`src/design/psc_cfg.svh`:
```
`ifndef PSC_CFG_SVH
`define PSC_CFG_SVH
// Overview of operation
// mode select acts only while standby set
// unlock register write-only, byte wide, reads undefined
// control write only right after unlock write
// unlock accepts any data value
// no interrupt acknowledge on unlock store
// bit5 set blocks nmi wake from standby
// bit4 set blocks maskable wake from standby
// bit1 enters standby, self-clears on release
// software writes zero to bits 7,6
// set wake disables before standby request
// software runs five nops after entry
// software finishes dma before entry sequence
// wake disables ignored for halt release
// masked interrupts never release standby
// halt stops only cpu clock
// halt keeps state, bus pins, clock output
// halt ends on nmi, unmasked irq, reset
// lower priority in isr: wake, keep pending
// higher priority or nmi: wake, acknowledge
// after wake: branch rules by source, ei
// reset pin release equals system reset
// idle keeps osc and pll, gates clocks
// stop halts osc, pll and clocks
// mode select field picks idle or stop
// unlock armed for exactly the next store

// register addresses
`define PSC_ADDR_CTRL   32'hFFFFF1FE
`define PSC_ADDR_MODE   32'hFFFFF1FC
`define PSC_ADDR_UNLOCK 32'hFFFFF1FA

// control register fields and reset value
`define PSC_BIT_NMI_DIS 5
`define PSC_BIT_IRQ_DIS 4
`define PSC_BIT_STBY    1
`define PSC_CTRL_RST    8'h00
`define PSC_CTRL_WMASK  8'h32

// mode select register fields and reset value
`define PSC_BIT_STOP_SEL 0
`define PSC_MODE_RST     8'h00
`define PSC_MODE_WMASK   8'h01

// read value of the write-only unlock register
`define PSC_UNLOCK_RD 8'h00
`endif

```
`src/design/psc_pkg.sv`:
```
package psc_pkg;

   // one-hot power states
   typedef enum logic [3:0] {
      PSC_RUN  = 4'h1,
      PSC_HALT = 4'h2,
      PSC_IDLE = 4'h4,
      PSC_STOP = 4'h8
   } psc_mode_t;

   // state of the main controller
   typedef struct packed {
      psc_mode_t  mode;
      logic [7:0] ctrl;
      logic [7:0] msel;
      logic       unlock;
      logic [7:0] rdata;
      logic       wake;
      logic       branch;
      logic       ack;
      logic       pend;
   } psc_state_t;

   // state of a pin synchroniser
   typedef struct packed {
      logic [2:0] ff;
      logic       lvl;
   } psc_sync_t;

endpackage

```
`src/design/psc_sync.sv`:
```
`timescale 1ns/100ps
`default_nettype none
module psc_sync
   import psc_pkg::*;
(
   // clock and reset
   input  wire logic i_ref_clk,
   input  wire logic i_arst_n,
   // pin and filtered level
   input  wire logic i_pin,
   input  wire logic i_rst_val,
   output logic      o_lvl
);
   psc_sync_t s_q;
   psc_sync_t s_d;

   // stage 0 feeds only stage 1; level moves when stages 1 and 2 agree
   // the pin is stored relative to its idle level, so the all-zero reset
   // state already matches an idle pin and no false event follows reset
   always_comb begin
      s_d    = s_q;
      s_d.ff = {s_q.ff[1:0], i_pin ^ i_rst_val};
      if (s_q.ff[1] == s_q.ff[2]) begin
         s_d.lvl = s_q.ff[2];
      end
   end

   // reset branch holds constants only; the idle level is folded in above
   always_ff @(posedge i_ref_clk or negedge i_arst_n) begin
      if (!i_arst_n) begin
         s_q <= '0;
      end else begin
         s_q <= s_d;
      end
   end

   assign o_lvl = s_q.lvl;
endmodule // psc_sync
`default_nettype wire

```
`src/design/psc_wake.sv`:
```
`timescale 1ns/100ps
`default_nettype none
module psc_wake
   import psc_pkg::*;
(
   // current power state and wake disables
   input  wire psc_mode_t i_mode,
   input  wire logic      i_nmi_dis,
   input  wire logic      i_irq_dis,
   // wake sources
   input  wire logic      i_nmi_edge,
   input  wire logic      i_irq_req,
   input  wire logic      i_irq_masked,
   // result
   output logic           o_wake,
   output logic           o_by_nmi
);
   logic unmasked;
   logic stby;

   // masked requests never count as wake sources
   assign unmasked = i_irq_req & ~i_irq_masked;
   assign stby     = (i_mode == PSC_IDLE) | (i_mode == PSC_STOP);

   // disables only gate release from idle and stop
   always_comb begin
      o_wake   = 1'b0;
      o_by_nmi = 1'b0;
      case (i_mode)
         PSC_HALT: begin
            o_wake   = i_nmi_edge | unmasked;
            o_by_nmi = i_nmi_edge;
         end
         PSC_IDLE, PSC_STOP: begin
            o_wake   = (i_nmi_edge & ~i_nmi_dis & stby)
                     | (unmasked & ~i_irq_dis & stby);
            o_by_nmi = i_nmi_edge & ~i_nmi_dis;
         end
         default: begin
            o_wake   = 1'b0;
            o_by_nmi = 1'b0;
         end
      endcase
   end
endmodule // psc_wake
`default_nettype wire

```
`src/design/psc_ctrl.sv`:
```
`timescale 1ns/100ps
`default_nettype none
`include "psc_cfg.svh"
module psc_ctrl
   import psc_pkg::*;
#(
   parameter int ADDR_W = 32
)
(
   // clock and reset
   input  wire logic              i_ref_clk,
   input  wire logic              i_arst_n,
   // cpu store and load port
   input  wire logic              i_wr,
   input  wire logic              i_wr_byte,
   input  wire logic              i_rd,
   input  wire logic [ADDR_W-1:0] i_addr,
   input  wire logic [7:0]        i_wdata,
   output logic [7:0]             o_rdata,
   // cpu instruction events
   input  wire logic              i_halt_insn,
   input  wire logic              i_int_enabled,
   // interrupt controller
   input  wire logic              i_nmi_pin,
   input  wire logic              i_irq_req,
   input  wire logic              i_irq_masked,
   input  wire logic              i_in_isr,
   input  wire logic              i_pri_higher,
   output logic                   o_ack_inhibit,
   output logic                   o_wake,
   output logic                   o_wake_ack,
   output logic                   o_wake_pend,
   output logic                   o_wake_branch,
   // reset pin
   input  wire logic              i_rst_pin_n,
   output logic                   o_sys_rst_req,
   // clock generator and pin enables
   output logic                   o_cpu_clk_en,
   output logic                   o_sys_clk_en,
   output logic                   o_osc_en,
   output logic                   o_pll_en,
   output logic                   o_clock_output_pin_en,
   output logic                   o_bus_pins_en,
   output logic                   o_standby
);

   // the decode compares against full 32-bit addresses
   if (ADDR_W != 32) begin : g_chk
      $error("psc_ctrl: ADDR_W must be 32");
   end

   psc_state_t s_q;
   psc_state_t s_d;

   logic nmi_lvl;
   logic nmi_lvl_q;
   logic nmi_edge;
   logic rst_pin;
   logic wk;
   logic wk_nmi;
   logic hit_ctrl;
   logic hit_mode;
   logic hit_unlock;

   // address compare shared by store and load decode
   function automatic logic hit(input logic [ADDR_W-1:0] a,
                                input logic [31:0]       r);
      hit = (a == r);
   endfunction

   // merge written bits into a register through its write mask
   function automatic logic [7:0] merge(input logic [7:0] old,
                                        input logic [7:0] wd,
                                        input logic [7:0] m);
      merge = (old & ~m) | (wd & m);
   endfunction

   assign hit_ctrl   = hit(i_addr, `PSC_ADDR_CTRL);
   assign hit_mode   = hit(i_addr, `PSC_ADDR_MODE);
   assign hit_unlock = hit(i_addr, `PSC_ADDR_UNLOCK);

   // nmi pin filtered over three flops
   psc_sync u_nmi_sync (
      .i_ref_clk (i_ref_clk),
      .i_arst_n  (i_arst_n),
      .i_pin     (i_nmi_pin),
      .i_rst_val (1'b0),
      .o_lvl     (nmi_lvl)
   );

   // reset pin filtered; inverted so the idle level reads low
   psc_sync u_rst_sync (
      .i_ref_clk (i_ref_clk),
      .i_arst_n  (i_arst_n),
      .i_pin     (i_rst_pin_n),
      .i_rst_val (1'b1),
      .o_lvl     (rst_pin)
   );

   // rising edge of the filtered nmi level is the valid edge
   always_ff @(posedge i_ref_clk or negedge i_arst_n) begin
      if (!i_arst_n) begin
         nmi_lvl_q <= 1'b0;
      end else begin
         nmi_lvl_q <= nmi_lvl;
      end
   end
   assign nmi_edge = nmi_lvl & ~nmi_lvl_q;

   // wake decision for the present power state
   psc_wake u_wake (
      .i_mode       (s_q.mode),
      .i_nmi_dis    (s_q.ctrl[`PSC_BIT_NMI_DIS]),
      .i_irq_dis    (s_q.ctrl[`PSC_BIT_IRQ_DIS]),
      .i_nmi_edge   (nmi_edge),
      .i_irq_req    (i_irq_req),
      .i_irq_masked (i_irq_masked),
      .o_wake       (wk),
      .o_by_nmi     (wk_nmi)
   );

   // next-state logic
   always_comb begin
      s_d        = s_q;
      s_d.wake   = 1'b0;
      s_d.ack    = 1'b0;
      s_d.pend   = 1'b0;
      s_d.branch = 1'b0;

      // every store consumes the unlock, whatever its target
      if (i_wr) begin
         s_d.unlock = 1'b0;
      end

      // unlock on any byte store to the unlock address, data ignored
      if (i_wr && i_wr_byte && hit_unlock) begin
         s_d.unlock = 1'b1;
      end

      // mode select is a plain register
      if (i_wr && hit_mode && (s_q.mode == PSC_RUN)) begin
         s_d.msel = merge(s_q.msel, i_wdata, `PSC_MODE_WMASK);
      end

      // control writes land only when the previous store unlocked
      if (i_wr && hit_ctrl && s_q.unlock && (s_q.mode == PSC_RUN)) begin
         s_d.ctrl = merge(s_q.ctrl, i_wdata, `PSC_CTRL_WMASK);
      end

      // load data; the unlock register reads a fixed filler
      s_d.rdata = 8'h00;
      if (i_rd) begin
         if (hit_ctrl) begin
            s_d.rdata = s_q.ctrl;
         end else if (hit_mode) begin
            s_d.rdata = s_q.msel;
         end else if (hit_unlock) begin
            s_d.rdata = `PSC_UNLOCK_RD;
         end else begin
            s_d.rdata = 8'h00;
         end
      end

      // power state machine
      case (s_q.mode)
         PSC_RUN: begin
            if (s_d.ctrl[`PSC_BIT_STBY]) begin
               // mode select takes effect only with the request set
               if (s_q.msel[`PSC_BIT_STOP_SEL]) begin
                  s_d.mode = PSC_STOP;
               end else begin
                  s_d.mode = PSC_IDLE;
               end
            end else if (i_halt_insn) begin
               s_d.mode = PSC_HALT;
            end
         end
         PSC_HALT, PSC_IDLE, PSC_STOP: begin
            if (wk) begin
               s_d.mode                 = PSC_RUN;
               s_d.ctrl[`PSC_BIT_STBY]  = 1'b0;
               s_d.wake                 = 1'b1;
               // in a handler only a higher request or nmi is taken
               s_d.ack    = wk_nmi | ~i_in_isr | i_pri_higher;
               s_d.pend   = ~(wk_nmi | ~i_in_isr | i_pri_higher);
               s_d.branch = wk_nmi
                          | (i_int_enabled & (~i_in_isr | i_pri_higher));
            end
         end
         default: begin
            s_d.mode = PSC_RUN;
         end
      endcase

      // reset pin acts as a full system reset of this block
      if (rst_pin) begin
         s_d.mode   = PSC_RUN;
         s_d.ctrl   = `PSC_CTRL_RST;
         s_d.msel   = `PSC_MODE_RST;
         s_d.unlock = 1'b0;
         s_d.wake   = 1'b0;
         s_d.ack    = 1'b0;
         s_d.pend   = 1'b0;
         s_d.branch = 1'b0;
      end
   end

   // state register
   always_ff @(posedge i_ref_clk or negedge i_arst_n) begin
      if (!i_arst_n) begin
         s_q.mode   <= PSC_RUN;
         s_q.ctrl   <= `PSC_CTRL_RST;
         s_q.msel   <= `PSC_MODE_RST;
         s_q.unlock <= 1'b0;
         s_q.rdata  <= 8'h00;
         s_q.wake   <= 1'b0;
         s_q.branch <= 1'b0;
         s_q.ack    <= 1'b0;
         s_q.pend   <= 1'b0;
      end else begin
         s_q <= s_d;
      end
   end

   // keep the unlock store and the protected store together
   assign o_ack_inhibit = (i_wr & hit_unlock) | s_q.unlock;

   // registered answers
   assign o_rdata       = s_q.rdata;
   assign o_wake        = s_q.wake;
   assign o_wake_ack    = s_q.ack;
   assign o_wake_pend   = s_q.pend;
   assign o_wake_branch = s_q.branch;
   assign o_sys_rst_req = rst_pin;
   assign o_standby     = s_q.ctrl[`PSC_BIT_STBY];

   // clock gating per power state; halt keeps everything but the cpu
   assign o_cpu_clk_en  = (s_q.mode == PSC_RUN);
   assign o_sys_clk_en  = (s_q.mode == PSC_RUN) | (s_q.mode == PSC_HALT);
   assign o_osc_en      = (s_q.mode != PSC_STOP);
   assign o_pll_en      = (s_q.mode != PSC_STOP);
   assign o_clock_output_pin_en   = (s_q.mode == PSC_RUN) | (s_q.mode == PSC_HALT);
   assign o_bus_pins_en = (s_q.mode == PSC_RUN) | (s_q.mode == PSC_HALT);

endmodule // psc_ctrl
`default_nettype wire

```
`config.mk`:
```
export PLATFORM = sky130hd
export DESIGN_NAME = psc_ctrl
export DESIGN_NICKNAME = d
export VERILOG_FILES = /design/src/design/psc_pkg.sv /design/src/design/psc_sync.sv /design/src/design/psc_wake.sv /design/src/design/psc_ctrl.sv
export VERILOG_INCLUDE_DIRS = /design/src /design/src/design
export SDC_FILE = /design/constraint.sdc
export NUM_CORES = 1
export LEC_CHECK = 0
export BUFFER_PORTS_ARGS = -buffer_cell sky130_fd_sc_hd__buf_4
export CAP_MARGIN = 20
export CORE_MARGIN = 5
export CORE_UTILIZATION = 44
export CTS_CLUSTER_SIZE = 10
export DETAILED_ROUTE_END_ITERATION = 10
export MAX_ROUTING_LAYER = met4
export PLACE_DENSITY = 0.78
export SLEW_MARGIN = 10
export SYNTH_ARGS = -nofsm -noshare
export SYNTH_HDL_FRONTEND = slang
export SYNTH_HIERARCHICAL = 1
export SYNTH_SLANG_ARGS = --single-unit
```
`constraint.sdc`:
```
create_clock -name i_ref_clk -period 2.85 [get_ports i_ref_clk]
set_input_delay 0.57 -clock i_ref_clk [delete_from_list [all_inputs] [get_ports i_ref_clk]]
set_output_delay 0.57 -clock i_ref_clk [all_outputs]
set_load 0.02 [all_outputs]
```
**After elaboration in Yosys (flattened, before gate mapping)**

Cells that the tools add are included.
W data, S select, Z words.

- Add/subtract/negate cells: 0
- $mul: 0
- Div/mod/pow operators: 0
- Order comparisons: 0
- Equality and inequality tests: 12
- Shift operators: 0
- Muxes and demuxes: 20
- Bitwise operators: 26
- Reduce and logical (&&, ||, !) cells: 13

Operators by type and width:

| operator | count |
|---|---|
| $eq A32 B32 Y1 const B | 3 |
| $mux W8 | 5 |
| $mux W4 | 7 |
| $mux W21 | 1 |
| $or A1 B1 Y1 | 9 |
| $and A1 B1 Y1 | 8 |
| $or A8 B1 Y8 | 1 |
| $or A8 B6 Y8 | 1 |
| $pmux W4 S2 | 1 |
| $logic_and A1 B1 Y1 | 7 |
| $not A1 Y1 | 7 |
| $eq A4 B1 Y1 const B | 1 |
| $eq A4 B2 Y1 const B | 1 |
| $eq A4 B3 Y1 const B | 1 |
| $eq A4 B4 Y1 const B | 1 |
| $mux W1 | 4 |
| $ne A4 B2 Y1 const B | 1 |
| $ne A4 B4 Y1 const B | 1 |
| $pmux W1 S2 | 2 |
| $reduce_bool A2 Y1 | 2 |
| $ne A3 B1 Y1 const B | 1 |
| $reduce_bool A3 Y1 | 1 |
| $reduce_or A3 Y1 | 1 |
| $eq A1 B1 Y1 | 2 |
| other kinds (2) | 2 |

- Register bits after elaboration: 42
- Bits in latches: 0
- Memory bits (writable): 0
- Bits in read-only memories: 0
- Input bits: 53
- Memories: 0

**Depth between registers and ports, before layout**

- Depth in word-level cells: 10
- Gate-level depth with buffers: 7
- Depth with buffers taken out: 7

**Hierarchy**

Netlist, hierarchy kept.

By module, submodules not included:

| module | times used | cells an instance | area each (um2) | seq. area each (um2) |
|---|---|---|---|---|
| psc_ctrl | 1 | 103 | 1071.0 | 476.7 |
| psc_sync | 2 | 6 | 120.1 | 100.1 |
| psc_wake | 1 | 8 | 65.1 | 0.0 |

**Worst setup path before layout**

Ideal clock, no wire load.

- Path type: input-to-output
- Start point: in i_addr[9]
- End point: out o_ack_inhibit
- Arrival time: 1875 ps
- Required time: 2280 ps
- Path slack: 405 ps
- Cell stages on the path: 4
- Cells stage by stage: or4b_4 nor4_4 and2_1 a21o_1

- Word-level cells in the longest chain between the ends: 3

Ends and longest elaborated chain:

| element | RTL line | text |
|---|---|---|
| from (decl) | psc_ctrl.sv:17 | `input wire logic [ADDR_W-1:0] i_addr,` |
| $eq A32 B32 Y1 | psc_ctrl.sv:68 | `hit = (a == r);` |
| $and A1 B1 Y1 | psc_ctrl.sv:226 | `assign o_ack_inhibit = (i_wr & hit_unlock) \| s_q.unlock;` |
| $or A1 B1 Y1 | psc_ctrl.sv:226 |  |
| to (decl) | psc_ctrl.sv:29 | `output logic o_ack_inhibit,` |

Every way passes these cells.

**Worst setup path in the final report**

Ends and elaborated chain as after synthesis.

==> results_dict.tcl <==
set metrics [dict create \
    status "completed" \
    crit_family "simple AND/OR/NAND/NOR gates" \
    synth_cell_types 42 \
    syn_area_sq_um 1380 \
    chipWidth_um 65.9 \
    synthCells 123 \
    h-tree-depth 1 \
    vdd_ir_drop_max_v 0.000185 \
    startpoint "i_addr[9]" \
    drt_iter0_markers 42 \
    cts_setup_buffers 0 \
    syn_to_final_growth_pct 38.0 \
    synth_commonest_cells "26 x dfrtp_1, 11 x buf_4, 8 x nor2_1" \
    postPlaceCellArea_sq_um 1870 \
    fp.coreArea_sq_um 3030 \
    wl_per_cell_um 13.2 \
    cp.required_ps 2280 \
    fin_worst_skew_ps 8.35 \
    max-slew-margin-rel_pct 65.5 \
    cts_made_buffers 3 \
    ios 74 \
    register_area_sq_um 677 \
    gr-total-overflow 0 \
    tns_ps 0 \
    worst_slew_pin_slew_ps 514 \
    drt_wl_total_mm 3.03 \
    io_buffers 69 \
    cap_violations 0 \
    p_per_area_nw_per_um2 445 \
    grt-busiest-layer "met2" \
    drive_gt1_share_pct 47.6 \
    cp.arrival_ps 1970 \
    clockBufferDepth 2 \
    p_leak_nw 0.969 \
    grt_max_degree 28 \
    routabilityCongestion 0.848 \
    vias_per_cell 4.94 \
    synth_area_leaders "dfrtp_1 47%, buf_4 6.0%, nor4_4 3.1%" \
    seq_area_frac_synth_pct 49.2 \
    cp-end-kind "output port" \
    drc 0 \
    cts_tree "done" \
    start_kind "primary input" \
    track_usage_pct 15.0 \
    grt_pass1_vias 1237 \
    syn_area_per_cell_sq_um 11.2 \
    dr.pass1.iters 4 \
    multi_input_area_sq_um 597 \
    synth_top_area_share_pct 47.3 \
    grtUsageMet2_pct 24.8 \
    ys_ff_latch 27 \
    yosysMostFrequentCell "dfrtp_1" \
    ctsHoldBuffers 0 \
    hpwlAfterDp_mm 2.56 \
    antenna_found_initial 0 \
    rsz0062_at_grt "false" \
    synth-edff-count 0 \
    ff2ff_setup_slack_ps 870 \
    hold_class "in2async" \
    setup_violations 0 \
    critPathMaxStageDelay_ps 530 \
    postSynth.asyncResetShare_pct 100 \
    clk-insertion-delay-late_ps 320 \
    hold_viol 0 \
    cp.depth 6 \
    use_met1_pct 17.9 \
    critPathKind "in2out" \
    cts.repair.resized 0 \
    final_nets 239 \
    r2r-start "s_q[30]" \
    antenna_left 0 \
    cp_common_cell "buf_4" \
    ff2ff_path_depth 6 \
    cp_max_fo 4 \
    grt_use_met3_pct 2.04 \
    synth_warnings 6 \
    placementRows 20 \
    crit_chain "buf_4 -> or4b_4 -> nor4_4 -> and2_1 -> a21o_1 -> buf_4" \
    clkTransAtPathRegs_ps 150 \
    vias 1132 \
    die_y_um 65.9 \
    stdcell_area_sq_um 1900 \
    num-fill-cells 244 \
    initial_core_util_pct 45.5 \
    grt_pass1_wl_mm 5.00 \
    ys.flop_type "dfrtp_1" \
    endpoint "o_ack_inhibit" \
    crit_slowest_cell "or4b_4" \
    diodes 0 \
    min_period_ps 2540 \
    holdWs_ps 118 \
    cts_root_buffer "clkbuf_4" \
    utilization_pct 62.7 \
    finalCritPeriodShare_pct 89.2 \
    path_buf_inv 2 \
    die_area_sq_um 4350 \
    synth_area_leader_cell "dfrtp_1" \
    slew_viol_final 0 \
    r2r-end "o_wake_branch" \
    fmax_mhz 394 \
    cts_sinks 27 \
]
-- worst min-delay path by stage --
stage / endpoint / start / slack, ps
6_report: s_q[13] / i_arst_n / 120
5_1_grt: o_wake_branch / i_arst_n / 130
4_1_cts: s_q[13] / i_arst_n / 130
3_5_place_dp: u_nmi_sync/s_d[3] / u_nmi_sync/s_d[2] / 340
3_3_place_gp: u_rst_sync/s_d[3] / u_rst_sync/s_d[2] / 330
2_1_floorplan: nmi_lvl_q / i_arst_n / 270
-- metal layers --
layer,vias to the layer above,share of wire [%]
li1,548,-
met1,515,42
met2,63,48
met3,6,7.6
met4,0,2.5
met5,-,0
-- layout make-up --
| class | count | area share (%) |
|---|---|---|
| clock inverters | 1 | 0.395 |
| inverters | 4 | 0.791 |
| clock buffers | 3 | 1.19 |
| well taps | 44 | 2.90 |
| repair buffers | 70 | 27.7 |
| multi-input cells | 80 | 31.4 |
| flip-flops and latches | 27 | 35.6 |
-- flip-flops by register name (all words and copies together), names as in the netlist --
signal and count:
s_q 8, o_rdata 5, u_nmi_sync/s_d 2, u_rst_sync/s_d 2, nmi_lvl_q 1, o_standby 1
o_wake 1, o_wake_ack 1, o_wake_branch 1, o_wake_pend 1, u_nmi_sync/o_lvl 1, u_nmi_sync/s_q 1
u_rst_sync/o_lvl 1, u_rst_sync/s_q 1
-- power by group --
part | switching [W] | internal, W
clock network | 0.000109 | 0.0000535
registers | 0.0000315 | 0.000410
logic | 0.000120 | 0.000122
total | 0.000260 | 0.000586
-- layout by cell type (no fill, tap or decap), types with 2 or more instances in the layout --
master,netlist,layout
o32ai_1,2,2
a211oi_1,2,2
clkbuf_4,0,3
xnor2_1,3,3
o31ai_1,2,2
nand2_1,7,7
o21a_1,2,2
a21oi_1,3,3
mux2i_1,4,4
dfrtp_1,26,26
nor4_4,2,2
xor2_1,2,2
inv_1,4,4
and2_1,5,5
nor3b_1,2,2
nand4_1,6,6
or4b_4,2,2
nor2_1,8,8
buf_4,11,70
nand3_1,3,3
nor2b_1,2,2
maj3_2,2,2
conb_1,2,3
nand2b_1,2,2
-- worst reg2reg max path: stages, from the launching register on --
cell,delay (ps)
dfrtp_1,540
or4b_4,510
o31ai_1,90
a32o_2,240
nand2_1,100
a211oi_1,300
o21a_1,160
-- kinds of logic after synthesis --
group                    after synthesis  synth area share (%)
buffers and inverters                 17                  7.73
flip-flops                            27                  49.2
other                                  2                 0.546
adder cells (fa/ha/maj)                2                  1.64
multiplexers                           6                  4.82
AO/OA/AOI/OAI                         15                  8.27
XOR/XNOR                               5                  3.18
AND/OR/NAND/NOR                       49                  24.6
-- stage by stage --
stage	total power, W	instances	setup WS [ps]
after floorplan	0.000589	124	405
after global placement	0.000687	225	328
after detailed placement	0.000694	225	307
after CTS	0.000855	229	303
after global routing	0.000892	229	235
final	0.000846	229	309
(Power assumes the default switching activity.)
